### src/hw/psf_defs.svh
// Bit positions, register offsets and timing counts for the processor status flags block
`ifndef PSF_DEFS_SVH
`define PSF_DEFS_SVH
`define PSF_BIT_CARRY 0
`define PSF_BIT_STEP 1
`define PSF_BIT_ZERO 2
`define PSF_BIT_SIGN 3
`define PSF_BIT_BANK 4
`define PSF_BIT_OVFL 5
`define PSF_BIT_IEN 6
`define PSF_BIT_USTK 7
`define PSF_IPL_LO 12
`define PSF_IPL_HI 14
`define PSF_WRITE_MASK 16'h70ff
`define PSF_RESET_VAL 16'h0000
`define PSF_OFS_STATUS 8'h00
`define PSF_OFS_CTRL 8'h04
`define PSF_OFS_EVENT 8'h08
`define PSF_CTRL_SWRST 0
`define PSF_CTRL_STEP_REQ 1
`define PSF_EVT_STEP 0
`define PSF_EVT_ACCEPT 1
`define PSF_EVT_FETCH 2
`define PSF_TRAP_LAST 8'h1f
`define PSF_RESET_MIN_CYC 20
`endif

### src/hw/psf_pkg.sv
// Types shared by the processor status flags block
package psf_pkg;
   typedef struct packed {
      logic valid;
      logic [15:0] result;
      logic carry;
      logic ovfl;
   } psf_alu_s;
   typedef struct packed {
      logic valid;
      logic [2:0] prio;
      logic hw;
   } psf_irq_s;
   typedef enum logic [1:0] {ST_HOLD, ST_FETCH, ST_RUN} psf_boot_e;
endpackage

### src/hw/psf_flag_eval.sv
// Condition flag evaluation from an arithmetic result
`timescale 1ns/1ps
module psf_flag_eval
(
   input wire psf_pkg::psf_alu_s i_alu,
   output logic o_zero,
   output logic o_sign
);
   always_comb
   begin
      o_zero = (i_alu.result == 16'h0000);
      o_sign = i_alu.result[15];
   end
endmodule

### src/hw/psf_irq_gate.sv
// Interrupt acceptance gate against enable and priority level
`timescale 1ns/1ps
module psf_irq_gate
(
   input wire psf_pkg::psf_irq_s i_req,
   input wire logic i_ien,
   input wire logic [2:0] i_level,
   output logic o_accept
);
   // Hardware requests obey the enable bit and strict priority comparison
   always_comb
   begin
      o_accept = i_req.valid && i_req.hw && i_ien && (i_req.prio > i_level);
   end
endmodule

### src/hw/psf_status_top.sv
// Processor status word with Wishbone register access and reset sequencing
// Overview of operation
// - Bit 0 keeps carry, borrow or shifted-out bit of latest operation.
// - Bit 1 raises single-step request per instruction; cleared on acknowledge.
// - Bit 2 is one for a zero result, zero otherwise.
// - Bit 3 is one for a negative result, zero otherwise.
// - Bit 4 selects register bank 0 or 1.
// - Bit 5 is one on arithmetic overflow, zero otherwise.
// - Bit 6 enables maskable interrupts; cleared on any acknowledge.
// - Bit 7 selects interrupt stack when zero, user stack when one.
// - Bit 7 cleared on hardware acknowledge or trap numbers 0 to 31.
// - Bits 12 to 14 hold current priority level 0 to 7.
// - Requests accepted only if priority strictly exceeds current level.
// - Bits 8 to 11 and 15 are reserved without function.
// - After reset release, fetch reset vector then start execution.
// - Hardware and software reset give identical status word and boot sequence; software reset keeps event bits.
`timescale 1ns/1ps
`include "psf_defs.svh"
module psf_status_top
(
   input wire logic I_CLK,
   input wire logic I_RESET_N,
   input wire logic [7:0] I_WB_ADR,
   input wire logic [31:0] I_WB_DAT,
   input wire logic I_WB_WE,
   input wire logic [3:0] I_WB_SEL,
   input wire logic I_WB_CYC,
   input wire logic I_WB_STB,
   output logic [31:0] O_WB_DAT,
   output logic O_WB_ACK,
   input wire psf_pkg::psf_alu_s I_ALU,
   input wire logic I_INSN_DONE,
   input wire logic I_STEP_ACK,
   input wire psf_pkg::psf_irq_s I_IRQ,
   input wire logic I_TRAP,
   input wire logic [7:0] I_TRAP_NUM,
   input wire logic I_FETCH_DONE,
   output logic [15:0] O_STATUS,
   output logic O_BANK_SEL,
   output logic O_USER_STACK,
   output logic O_IRQ_ACCEPT,
   output logic O_STEP_IRQ,
   output logic O_VEC_FETCH,
   output logic O_RUN
);
   logic [15:0] psw_ff;
   logic [15:0] nxt_psw;
   logic ack_ff;
   logic [31:0] rdat_ff;
   logic step_ff;
   logic [2:0] evt_ff;
   logic swrst_ff;
   psf_pkg::psf_boot_e boot_ff;
   logic zero_w;
   logic sign_w;
   logic accept_w;
   logic req_w;
   logic wr_w;
   logic rd_clr_w;
   logic trap_low_w;

   psf_flag_eval u_eval
   (
      .i_alu(I_ALU),
      .o_zero(zero_w),
      .o_sign(sign_w)
   );

   psf_irq_gate u_gate
   (
      .i_req(I_IRQ),
      .i_ien(psw_ff[`PSF_BIT_IEN]),
      .i_level(psw_ff[`PSF_IPL_HI:`PSF_IPL_LO]),
      .o_accept(accept_w)
   );

   assign req_w = I_WB_CYC && I_WB_STB && !ack_ff;
   assign wr_w = req_w && I_WB_WE;
   assign trap_low_w = I_TRAP && (I_TRAP_NUM <= `PSF_TRAP_LAST);

   // Status word next value; software write wins only where hardware is idle
   always_comb
   begin
      nxt_psw = psw_ff;
      if (wr_w && (I_WB_ADR == `PSF_OFS_STATUS))
      begin
         if (I_WB_SEL[0])
            nxt_psw[7:0] = I_WB_DAT[7:0];
         if (I_WB_SEL[1])
            nxt_psw[15:8] = I_WB_DAT[15:8];
      end
      if (I_ALU.valid)
      begin
         nxt_psw[`PSF_BIT_CARRY] = I_ALU.carry;
         nxt_psw[`PSF_BIT_ZERO] = zero_w;
         nxt_psw[`PSF_BIT_SIGN] = sign_w;
         nxt_psw[`PSF_BIT_OVFL] = I_ALU.ovfl;
      end
      if (I_STEP_ACK)
         nxt_psw[`PSF_BIT_STEP] = 1'b0;
      if (accept_w || I_STEP_ACK)
         nxt_psw[`PSF_BIT_IEN] = 1'b0;
      if (accept_w || trap_low_w)
         nxt_psw[`PSF_BIT_USTK] = 1'b0;
      nxt_psw = nxt_psw & `PSF_WRITE_MASK;
   end

   // Software reset loads the same reset value as the pin so both end identically
   always_ff @(posedge I_CLK or negedge I_RESET_N)
   begin
      if (!I_RESET_N)
         psw_ff <= `PSF_RESET_VAL;
      else if (swrst_ff)
         psw_ff <= `PSF_RESET_VAL;
      else if (boot_ff == psf_pkg::ST_RUN)
         psw_ff <= nxt_psw;
   end

   always_ff @(posedge I_CLK or negedge I_RESET_N)
   begin
      if (!I_RESET_N)
         swrst_ff <= 1'b0;
      else
         swrst_ff <= wr_w && (I_WB_ADR == `PSF_OFS_CTRL) && I_WB_SEL[0]
            && I_WB_DAT[`PSF_CTRL_SWRST];
   end

   // The pin length is the source's duty; the core just waits for release
   always_ff @(posedge I_CLK or negedge I_RESET_N)
   begin
      if (!I_RESET_N)
         boot_ff <= psf_pkg::ST_HOLD;
      else if (swrst_ff)
         boot_ff <= psf_pkg::ST_HOLD;
      else
      begin
         case (boot_ff)
            psf_pkg::ST_HOLD: boot_ff <= psf_pkg::ST_FETCH;
            psf_pkg::ST_FETCH:
               if (I_FETCH_DONE)
                  boot_ff <= psf_pkg::ST_RUN;
            default: boot_ff <= psf_pkg::ST_RUN;
         endcase
      end
   end

   always_ff @(posedge I_CLK or negedge I_RESET_N)
   begin
      if (!I_RESET_N)
         step_ff <= 1'b0;
      else if (swrst_ff)
         step_ff <= 1'b0;
      else
         step_ff <= I_INSN_DONE && psw_ff[`PSF_BIT_STEP] && (boot_ff == psf_pkg::ST_RUN);
   end

   assign rd_clr_w = req_w && !I_WB_WE && (I_WB_ADR == `PSF_OFS_EVENT);

   // Sticky event bits: a new event in the clearing read's cycle survives
   always_ff @(posedge I_CLK or negedge I_RESET_N)
   begin
      if (!I_RESET_N)
         evt_ff <= 3'h0;
      else
      begin
         evt_ff <= (rd_clr_w ? 3'h0 : evt_ff)
            | {I_FETCH_DONE && (boot_ff == psf_pkg::ST_FETCH), accept_w, step_ff};
      end
   end

   always_ff @(posedge I_CLK or negedge I_RESET_N)
   begin
      if (!I_RESET_N)
         ack_ff <= 1'b0;
      else
         ack_ff <= req_w;
   end

   always_ff @(posedge I_CLK or negedge I_RESET_N)
   begin
      if (!I_RESET_N)
         rdat_ff <= 32'h0000_0000;
      else if (req_w && !I_WB_WE)
      begin
         if (I_WB_ADR == `PSF_OFS_STATUS)
            rdat_ff <= {16'h0000, psw_ff & `PSF_WRITE_MASK};
         else if (I_WB_ADR == `PSF_OFS_CTRL)
            rdat_ff <= {30'h0, boot_ff == psf_pkg::ST_RUN, 1'b0};
         else if (I_WB_ADR == `PSF_OFS_EVENT)
            rdat_ff <= {29'h0, evt_ff};
         else
            rdat_ff <= 32'h0000_0000;
      end
   end

   assign O_WB_ACK = ack_ff;
   assign O_WB_DAT = rdat_ff;
   assign O_STATUS = psw_ff;
   assign O_BANK_SEL = psw_ff[`PSF_BIT_BANK];
   assign O_USER_STACK = psw_ff[`PSF_BIT_USTK];
   assign O_IRQ_ACCEPT = accept_w && (boot_ff == psf_pkg::ST_RUN);
   assign O_STEP_IRQ = step_ff;
   assign O_VEC_FETCH = (boot_ff == psf_pkg::ST_FETCH);
   assign O_RUN = (boot_ff == psf_pkg::ST_RUN);
endmodule

### config.mk
export PLATFORM = sky130hd
export DESIGN_NAME = psf_status_top
export DESIGN_NICKNAME = d
export VERILOG_FILES = /design/src/hw/psf_pkg.sv /design/src/hw/psf_flag_eval.sv /design/src/hw/psf_irq_gate.sv /design/src/hw/psf_status_top.sv
export VERILOG_INCLUDE_DIRS = /design/src /design/src/hw
export SDC_FILE = /design/constraint.sdc
export NUM_CORES = 1
export LEC_CHECK = 0
export ABC_AREA = 1
export BUFFER_PORTS_ARGS = -buffer_cell sky130_fd_sc_hd__buf_4
export CORE_AREA = 2 2 77 79
export DETAILED_ROUTE_END_ITERATION = 16
export DIE_AREA = 0 0 79 81
export PLACE_DENSITY = 0.74
export SLEW_MARGIN = 20
export SYNTH_ARGS = -nofsm -noshare
export SYNTH_HDL_FRONTEND = slang
export SYNTH_HIERARCHICAL = 1
export SYNTH_SLANG_ARGS = --single-unit
### constraint.sdc
create_clock -name I_CLK -period 1.19 [get_ports I_CLK]
set_input_delay 0.119 -clock I_CLK [delete_from_list [all_inputs] [get_ports I_CLK]]
set_output_delay 0.119 -clock I_CLK [all_outputs]
set_load 0.02 [all_outputs]
==> flow_summary.ini, run 1 <==
[detailed_routing]
drt-initial-drc-count = 83
vias = 1903
viasPerCell = 4.23
ant_nets = 0
wirelength_um = 5310
route.detailed.drc = 0
wl_per_cell_um = 11.8
firstDrtPassIters = 4

[sta]
clock.fmax_mhz = 600
finalSetupTns_ns = -4.48
rsz0062_at_grt = yes
drv_slew = 0
period_share_pct = 140
fin_skew_ns = 0.00506
finalSetupViolCount = 27
fin_ws_ns = -0.476
finalHoldViolCount = 0
period_needed_ns = 1.67

[floorplan]
die_area_um2 = 6400
rows = 28
start_util_pct = 34.9
die_h_um = 81
dieWidth_um = 79
core_area_um2 = 5680
ios = 140

[worst_setup_path]
cp_cell_sequence = inv_2, ha_4, nand2_2, nor2_2, nor2_2, nor2_2, inv_2, nor2_4, buf_6
worst_path_max_delay_cell = dfrtp_2
start_kind = flop
critical-path-top-delay-family = simple AND/OR/NAND/NOR gates
path_buf_inv = 3
required_ns = 1.07
crit_fanout = 2
cpPeakStageDelay_ns = 0.36
cp_common_cell = nor2_2
end_kind = primary output
arrival_ns = 1.55
crit_type = flop to primary output

[grt]
grt_overflow_total = 0
grt_pass1_vias = 1934
grt_max_degree = 31
grt.total_usage_pct = 17.6
use_met1_pct = 20.1
antenna_found_initial = 0
grtUsageMet3_pct = 3.22
grt_pass1_wl_um = 8750
grt.busiest_layer = met2
use_met2_pct = 33.5

[cells_and_area]
drive_gt1_share_pct = 50.9
fin_nets = 462
layout_common_cells = 103 x buf_4, 44 x nand2_1, 34 x inv_1
final_core_util_pct = 56.0
fin_area_um2 = 3180
antenna_cells = 0
final_common_cell = buf_4
area_growth_pct = 60.2
final.fill_count = 540

[flow_run]
drv_cap = 0

[clocking]
cts_tree = yes
cts_buffer_depth = 2
clk_pin_slew_worst_paths_ns = 0.06
root_buffer = clkbuf_8
cts_inserted_buffers = 5
htree_levels = 2
clock_latency_ns = 0.28
cts.sinks = 30

[worst_hold_path]
hold_path_class = primary input to flop

[pwr]
power_density_nw_per_um2 = 898
leakage_nw = 1.73
total_power_w = 0.00285
peakVddDrop_mv = 0.768

[yosys]
syn-cell-area_um2 = 1980
syn_avg_cell_area_um2 = 7.65
ys_seq_area_share_pct = 37.9
synth_top_area_share_pct = 37.9
syn_inst = 259
yosys_warnings = 6
synthTopCellsByArea = dfrtp_1 38%, buf_4 11%, nand2_1 11%, inv_1 7.6%, nor2_1 5.3%
ys_types = 30
ys_ff_latch = 30
yosys.area.top_type = dfrtp_1

[place]
placed_cell_area_um2 = 2750
portBuffers = 85
detailed_place_hpwl_um = 4090
routabilityCongestion = 0.786

[outcome]
violations = setup timing
status = complete, but fails checks
worst register-to-register path, delay by kind of cell (launching register included):
family | cells | cell delay, ns
flip-flops | 1 | 0.36
AND/OR/NAND/NOR | 7 | 0.46
buffers and inverters | 4 | 0.37
AO/OA/AOI/OAI | 1 | 0.05
adder cells (fa/ha/maj) | 1 | 0.26
flip-flops by register name, summed over array words and instances (netlist names):
signal      flops
O_WB_ACK        1
O_STATUS       11
O_STEP_IRQ      1
boot_ff         2
evt_ff          3
swrst_ff        1
O_WB_DAT       11
final cells by class:
type	count	area, um^2	area share [%]
clock buffers	5	68.8	2.17
clock inverters	3	40.0	1.26
inverters	45	186	5.87
multi-input cells	178	1120	35.3
flip-flops and latches	30	754	23.8
well taps	75	93.8	2.96
repair buffers	113	902	28.4
repair inverters	1	8.76	0.276
per-stage QoR:
| stage | setup slack, ns | instances | hold WS, ns |
|---|---|---|---|
| finish | -0.476 | 450 | 0.0477 |
| global route | -0.573 | 450 | 0.0560 |
| CTS | -0.470 | 448 | 0.0444 |
| detailed placement | -0.241 | 430 | 0.0666 |
| global placement | -0.216 | 430 | 0.0700 |
| floorplan | -0.213 | 284 | -0.177 |
cells by family (layout without fill, tap and decap cells):
family                   Yosys count  count (layout)  synth area share [%]
AO/OA/AOI/OAI                     29              29                  9.09
adder cells (fa/ha/maj)            3               3                  1.89
buffers and inverters             76             167                  20.6
flip-flops                        30              30                  37.9
other                              1              26                 0.189
AND/OR/NAND/NOR                  120             120                  30.3
where the power goes:
part / internal, W / leakage, nW / switching, W
clock network: 0.000615 / 0.0579 / 0.000392
registers: 0.00107 / 0.392 / 0.0000460
logic: 0.000334 / 1.28 / 0.000392
total: 0.00202 / 1.73 / 0.000830
final timing paths:
path	startpoint	slack, ns	end	depth (start not counted)
worst max-delay path	O_STATUS[13]$_DFFE_PN0P_	-0.48	O_IRQ_ACCEPT	9
worst min-delay path	I_WB_DAT[13]	0.05	O_STATUS[13]$_DFFE_PN0P_	3
worst max register to register	O_STATUS[13]$_DFFE_PN0P_	-0.42	O_STATUS[6]$_DFFE_PN0P_	13
worst min register to register	O_WB_DAT[7]$_DFFE_PN0P_	0.48	O_WB_DAT[7]$_DFFE_PN0P_	2
max in group asynchronous	I_RESET_N	0.55	O_STATUS[14]$_DFFE_PN0P_	2
min in group asynchronous	I_RESET_N	0.34	O_STATUS[12]$_DFFE_PN0P_	2
routing by layer:
layer  vias up  routed length [um]
met5         -                   0
met4         0                  64
met3         5                 350
met2        77                2840
met1       852                2050
li1        969                   -
cells in the mapped netlist:
library cell,number
a22o_1,3
nand3_4,1
nand2_4,1
and2_1,1
conb_1,1
dfrtp_1,30
o21bai_1,2
ha_1,3
nand4_4,1
inv_2,2
a21oi_1,8
clkinv_2,1
nand2_2,3
nor2_2,6
nand3_1,11
nand4_1,2
nand4_2,1
inv_4,1
nand2_1,58
nor2_1,28
buf_4,30
clkinv_1,1
o21ai_2,5
nor3_1,3
buf_6,1
nor2_8,3
nand3_2,1
inv_1,40
o21ai_1,2
o21ai_0,9
repair_timing:
item	CTS	global route
pin swaps	24	22
hold endpoints to repair	30	0
setup endpoints to repair	26	28
setup buffers	10	2
resized for setup	33	27
cloned	1	0
hold buffers	1	0
Note: power is estimated with default switching activity, not from simulation.
==> inputs of run 2 (changes only) <==
Settings changed: CORE_AREA 2 2 77 79 to 2 2 70 72, DIE_AREA 0 0 79 81 to 0 0 72 74, PLACE_DENSITY 0.74 to 0.84, TNS_END_PERCENT from default to 20.
Clock period 1.19 ns to 2.16 ns, I/O delays scaled along.
==> run 2 against run 1 <==
- the run now ends clean
- critical path depth is the same
- sequential cell count is the same
- cell area shrank 16%
- largest cell class unchanged
==> flow_summary.ini, run 2 (synthesized netlist as in run 1, its figures left out) <==
[grt]
grt_max_degree = 31
grt_pass1_wl_um = 7450
grt_overflow_total = 0
grt.total_usage_pct = 18.1
grt_pass1_vias = 1714
antenna_found_initial = 0

[cells_and_area]
fin_area_um2 = 2660
fin_nets = 434
area_growth_pct = 34.4
seq_area_um2 = 751
multi_input_comb_area_um2 = 916
drive_gt1_share_pct = 34.3
final_common_cell = buf_4
layout_common_cells = 85 x buf_4, 58 x nand2_1, 40 x inv_1
final.fill_count = 418
antenna_cells = 0

[floorplan]
ios = 140
start_util_pct = 43.1
die_h_um = 74
die_area_um2 = 5330
rows = 25
dieWidth_um = 72
core_area_um2 = 4600

[pwr]
leakage_nw = 1.55
p_int_w = 0.00105
p_sw_w = 0.000420
power_frac_seq_pct = 41.4
peakVddDrop_mv = 0.217
p_clk_share_pct = 38.2
power_density_nw_per_um2 = 553
switching_share_pct = 28.5
power_frac_comb_pct = 20.4

[outcome]
status = finished, final reports clean

[sta]
drv_slew = 0
finalSetupTns_ns = 0
period_needed_ns = 1.94
fin_skew_ns = 0.00451
period_share_pct = 89.7
finalHoldViolCount = 0
whs_ns = 0.150
finalSetupViolCount = 0
rsz0062_at_grt = no
clock.fmax_mhz = 516

[clocking]
cts_buffer_depth = 2
root_buffer = clkbuf_8
cts_inserted_buffers = 5
htree_levels = 2
clk_pin_slew_worst_paths_ns = 0.06
cts.sinks = 30
postCtsSetupBuffers = 0
clock_latency_ns = 0.29
cts_tree = yes

[worst_setup_path]
crit_type = flop to primary output
required_ns = 1.94
end_kind = primary output
crit_fanout = 3
arrival_ns = 1.72
start_kind = flop

[place]
routabilityCongestion = 0.791
placed_cell_area_um2 = 2540
detailed_place_hpwl_um = 3690
portBuffers = 85

[detailed_routing]
wirelength_um = 4580
drt-initial-drc-count = 83
route.detailed.drc = 0
firstDrtPassIters = 4
viasPerCell = 4.54
ant_nets = 0
vias = 1821
wl_per_cell_um = 11.4

[flow_run]
drv_cap = 0

[worst_hold_path]
hold_path_class = primary input to flop
==> run 2: changes by cell type in the layout (fill, tap and decap cells not counted), moves of 7 or more <==
cell     change
nand2_1     +14
buf_6        -7
buf_4       -18
nand2_2     -12
==> run 2: stage by stage <==
step	std cells	utilization, %	setup WS [ns]	power (W)
after global placement	392	55.3	0.568	0.000913
after CTS	401	57.9	0.222	0.00149
final	401	57.9	0.223	0.00147
after detailed placement	392	55.3	0.538	0.000921
after floorplan	284	-	0.500	0.000810
after global routing	401	57.9	0.0797	0.00154
==> run 2: repair_timing <==
| action | 4_1_cts | 5_1_grt |
|---|---|---|
| hold endpoints to repair | 30 | 0 |
| resized for setup | 0 | 0 |
| hold buffers | 1 | 0 |
==> run 2: routing by layer <==
metal	vias to the layer above	track usage, %	wire (um)
li1	915	-	-
met1	812	21.7	1850
met2	85	31.6	2250
met3	9	4.88	406
met4	0	6.29	78
met5	-	0	0
==> run 2: cell type report <==
class,count,share of cell area [%]
multi-input combinational,178,34.4
clock buffer,5,2.58
tap,54,2.54
timing repair buffer,86,24.3
inverter,45,6.48
clock inverter,3,1.50
sequential,30,28.2
==> run 2: final timing paths <==
| path | to | depth (start not counted) | from | slack (ns) |
|---|---|---|---|---|
| max in group asynchronous | O_STATUS[14]$_DFFE_PN0P_ | 2 | I_RESET_N | 1.49 |
| worst min-delay path | O_STATUS[13]$_DFFE_PN0P_ | 3 | I_WB_DAT[13] | 0.15 |
| worst max-delay path | O_IRQ_ACCEPT | 9 | O_STATUS[14]$_DFFE_PN0P_ | 0.22 |
| worst max register to register | O_STATUS[6]$_DFFE_PN0P_ | 11 | O_STATUS[14]$_DFFE_PN0P_ | 0.63 |
| worst min register to register | evt_ff[0]$_DFF_PN0_ | 1 | O_STEP_IRQ$_DFF_PN0_ | 0.49 |
| min in group asynchronous | evt_ff[0]$_DFF_PN0_ | 2 | I_RESET_N | 0.39 |
==> run 2: worst max-delay path, cell delays in order (launching register included) <==
cell	delay, ns
dfrtp_1	0.38
inv_1	0.05
ha_1	0.31
nand2_1	0.06
nor2_1	0.08
nor2_1	0.04
nor2_1	0.14
inv_1	0.11
nor2_1	0.11
buf_4	0.15
==> run 2: power by group through the flow <==
stage / logic [W] / clock network (W) / registers (W)
after floorplan: 0.000174 / 0 / 0.000636
after global placement: 0.000293 / 0 / 0.000619
after detailed placement: 0.000302 / 0 / 0.000619
after CTS: 0.000304 / 0.000575 / 0.000610
after global routing: 0.000332 / 0.000598 / 0.000613
final: 0.000301 / 0.000563 / 0.000609
==> inputs of run 3 (changes only) <==
Settings changed: CORE_AREA 2 2 70 72 to 2 2 73 75, DIE_AREA 0 0 72 74 to 0 0 75 77, PLACE_DENSITY 0.84 to 0.78, SETUP_SLACK_MARGIN from default to 0.4.
Clock period 2.16 ns to 1.9 ns, I/O delays scaled along.
==> run 3 against run 2 <==
- via count is 1.1% lower
- total power is 6.7% higher
- wire length up 1.6%
- combinational power rose by 18%
- sequential share of layout area down 1.0 points
- die area up 8.4%
- largest cell class unchanged
- highest routed layer unchanged
==> flow_summary.ini, run 3 (synthesized netlist as in run 1, its figures left out) <==
[outcome]
status = finished, final reports clean

[clocking]
root_buffer = clkbuf_8
cts.sinks = 30
cts_inserted_buffers = 5
htree_levels = 2
cts_buffer_depth = 2
clk_pin_slew_worst_paths_ns = 0.06
cts_tree = yes
clock_latency_ns = 0.28

[sta]
finalSetupTns_ns = 0
fin_skew_ns = 0.00328
period_needed_ns = 1.74
clock.fmax_mhz = 575
finalHoldViolCount = 0
rsz0062_at_grt = yes
period_share_pct = 91.5
fin_ws_ns = 0.161
finalSetupViolCount = 0
drv_slew = 0

[detailed_routing]
drt-initial-drc-count = 87
viasPerCell = 4.24
wirelength_um = 4650
route.detailed.drc = 0
firstDrtPassIters = 4
ant_nets = 0
vias = 1801
wl_per_cell_um = 10.9

[pwr]
power_density_nw_per_um2 = 569
p_sw_w = 0.000461
power_frac_comb_pct = 22.5
peakVddDrop_mv = 0.235
switching_share_pct = 29.3
p_int_w = 0.00111
power_frac_seq_pct = 44.0
p_clk_share_pct = 33.5
leakage_nw = 1.59

[floorplan]
core_area_um2 = 4980
die_area_um2 = 5780
die_h_um = 77
ios = 140
start_util_pct = 39.8
rows = 26
dieWidth_um = 75

[worst_hold_path]
hold_path_depth = 3
hold_end = O_STATUS[12]$_DFFE_PN0P_
worstHoldStart = I_WB_DAT[12]
hold_path_class = primary input to flop

[place]
detailed_place_hpwl_um = 3690
placed_cells = 410
routabilityCongestion = 0.792
portBuffers = 85
place_ws_ns = 0.267
placed_cell_area_um2 = 2590

[cells_and_area]
antenna_cells = 0
final_core_util_pct = 55.6
seq_area_um2 = 752
multi_input_comb_area_um2 = 951
final.fill_count = 470
fin_area_um2 = 2770
final_common_cell = buf_4
fin_nets = 442
instances_no_fill = 425
area_growth_pct = 39.6
drive_gt1_share_pct = 37.5
layout_common_cells = 92 x buf_4, 58 x nand2_1, 38 x inv_1

[grt]
antenna_found_initial = 0
grt_pass1_vias = 1674
grt_pass1_wl_um = 7520
grt_overflow_total = 0
grt.total_usage_pct = 16.9
grt_max_degree = 31

[worst_setup_path]
cp_cell_sequence = inv_2, ha_4, nand2_1, nor2_1, nor2_1, nor2_2, inv_2, nor2_4, buf_6
crit_type = flop to primary output
arrival_ns = 1.55
reg2reg_depth = 12
reg2reg_setup_slack_ns = 0.22
reg2reg_from = O_STATUS[14]$_DFFE_PN0P_
path_buf_inv = 3
required_ns = 1.71
worst_path_max_delay_cell = dfrtp_1
crit_fanout = 2
cpPeakStageDelay_ns = 0.38
end_kind = primary output
start_kind = flop
critical-path-top-delay-family = simple AND/OR/NAND/NOR gates
r2r_end = O_STATUS[7]$_DFFE_PN0P_

[flow_run]
drv_cap = 0
-- run 3: changes by cell type in the layout (fill, tap and decap cells not counted), sizes merged --
cell / delta
clkbuf: +2
buf: +8
bufinv: -1
clkinv: -1
-- run 3: layer usage --
layer | vias up | part of all wire [%] | track usage [%]
met5 | - | 0 | 0
met4 | 0 | 1.3 | 5.36
met3 | 6 | 6.9 | 3.94
met2 | 77 | 49 | 28.2
met1 | 786 | 43 | 21.2
li1 | 932 | - | -
-- run 3: worst register-to-register path, stage by stage, from the launching register on --
cell	delay, ns
dfrtp_2	0.40
inv_1	0.08
ha_4	0.20
nand2_1	0.05
nand2_1	0.04
nor2_1	0.12
nor2_2	0.06
buf_4	0.13
buf_4	0.12
buf_4	0.12
a21oi_1	0.10
a21oi_1	0.07
nor2_1	0.10
-- run 3: repair_timing --
item / CTS / global route
cloned: 0 / 0
hold buffers: 1 / 0
endpoints found under the setup margin: 2 / 4
hold endpoints to repair: 30 / 0
resized for setup: 6 / 0
setup buffers: 6 / 0
pin swaps: 2 / 1
-- run 3: worst max-delay path by stage --
stage               depth (start not counted)                      from           end
floorplan                                   8  O_STATUS[13]$_DFFE_PN0P_  O_IRQ_ACCEPT
global placement                            9  O_STATUS[13]$_DFFE_PN0P_  O_IRQ_ACCEPT
detailed placement                          9  O_STATUS[13]$_DFFE_PN0P_  O_IRQ_ACCEPT
CTS                                         9  O_STATUS[13]$_DFFE_PN0P_  O_IRQ_ACCEPT
global route                                9  O_STATUS[13]$_DFFE_PN0P_  O_IRQ_ACCEPT
finish                                      9  O_STATUS[13]$_DFFE_PN0P_  O_IRQ_ACCEPT
-- run 3: layout make-up --
class                           instances  share of cell area (%)
Multi-Input combinational cell        178                    34.4
Sequential cell                        30                    27.2
Timing Repair Buffer                   94                    25.7
Inverter                               45                    6.24
Tap cell                               70                    3.17
Clock buffer                            7                    3.12
Clock inverter                          1                   0.181
-- run 3: stage by stage --
step | total power (W) | hold slack [ns]
final | 0.00157 | 0.122
after global routing | 0.00166 | 0.124
after CTS | 0.00159 | 0.118
after detailed placement | 0.00105 | 0.144
after global placement | 0.00105 | 0.136
after floorplan | 0.000923 | -0.106
-- run 3: power by group through the flow --
stage / registers, W / logic (W) / clock network [W]
global placement: 0.000702 / 0.000344 / 0
global route: 0.000696 / 0.000391 / 0.000573
finish: 0.000693 / 0.000354 / 0.000526
detailed placement: 0.000703 / 0.000351 / 0
CTS: 0.000692 / 0.000358 / 0.000539
floorplan: 0.000723 / 0.000200 / 0
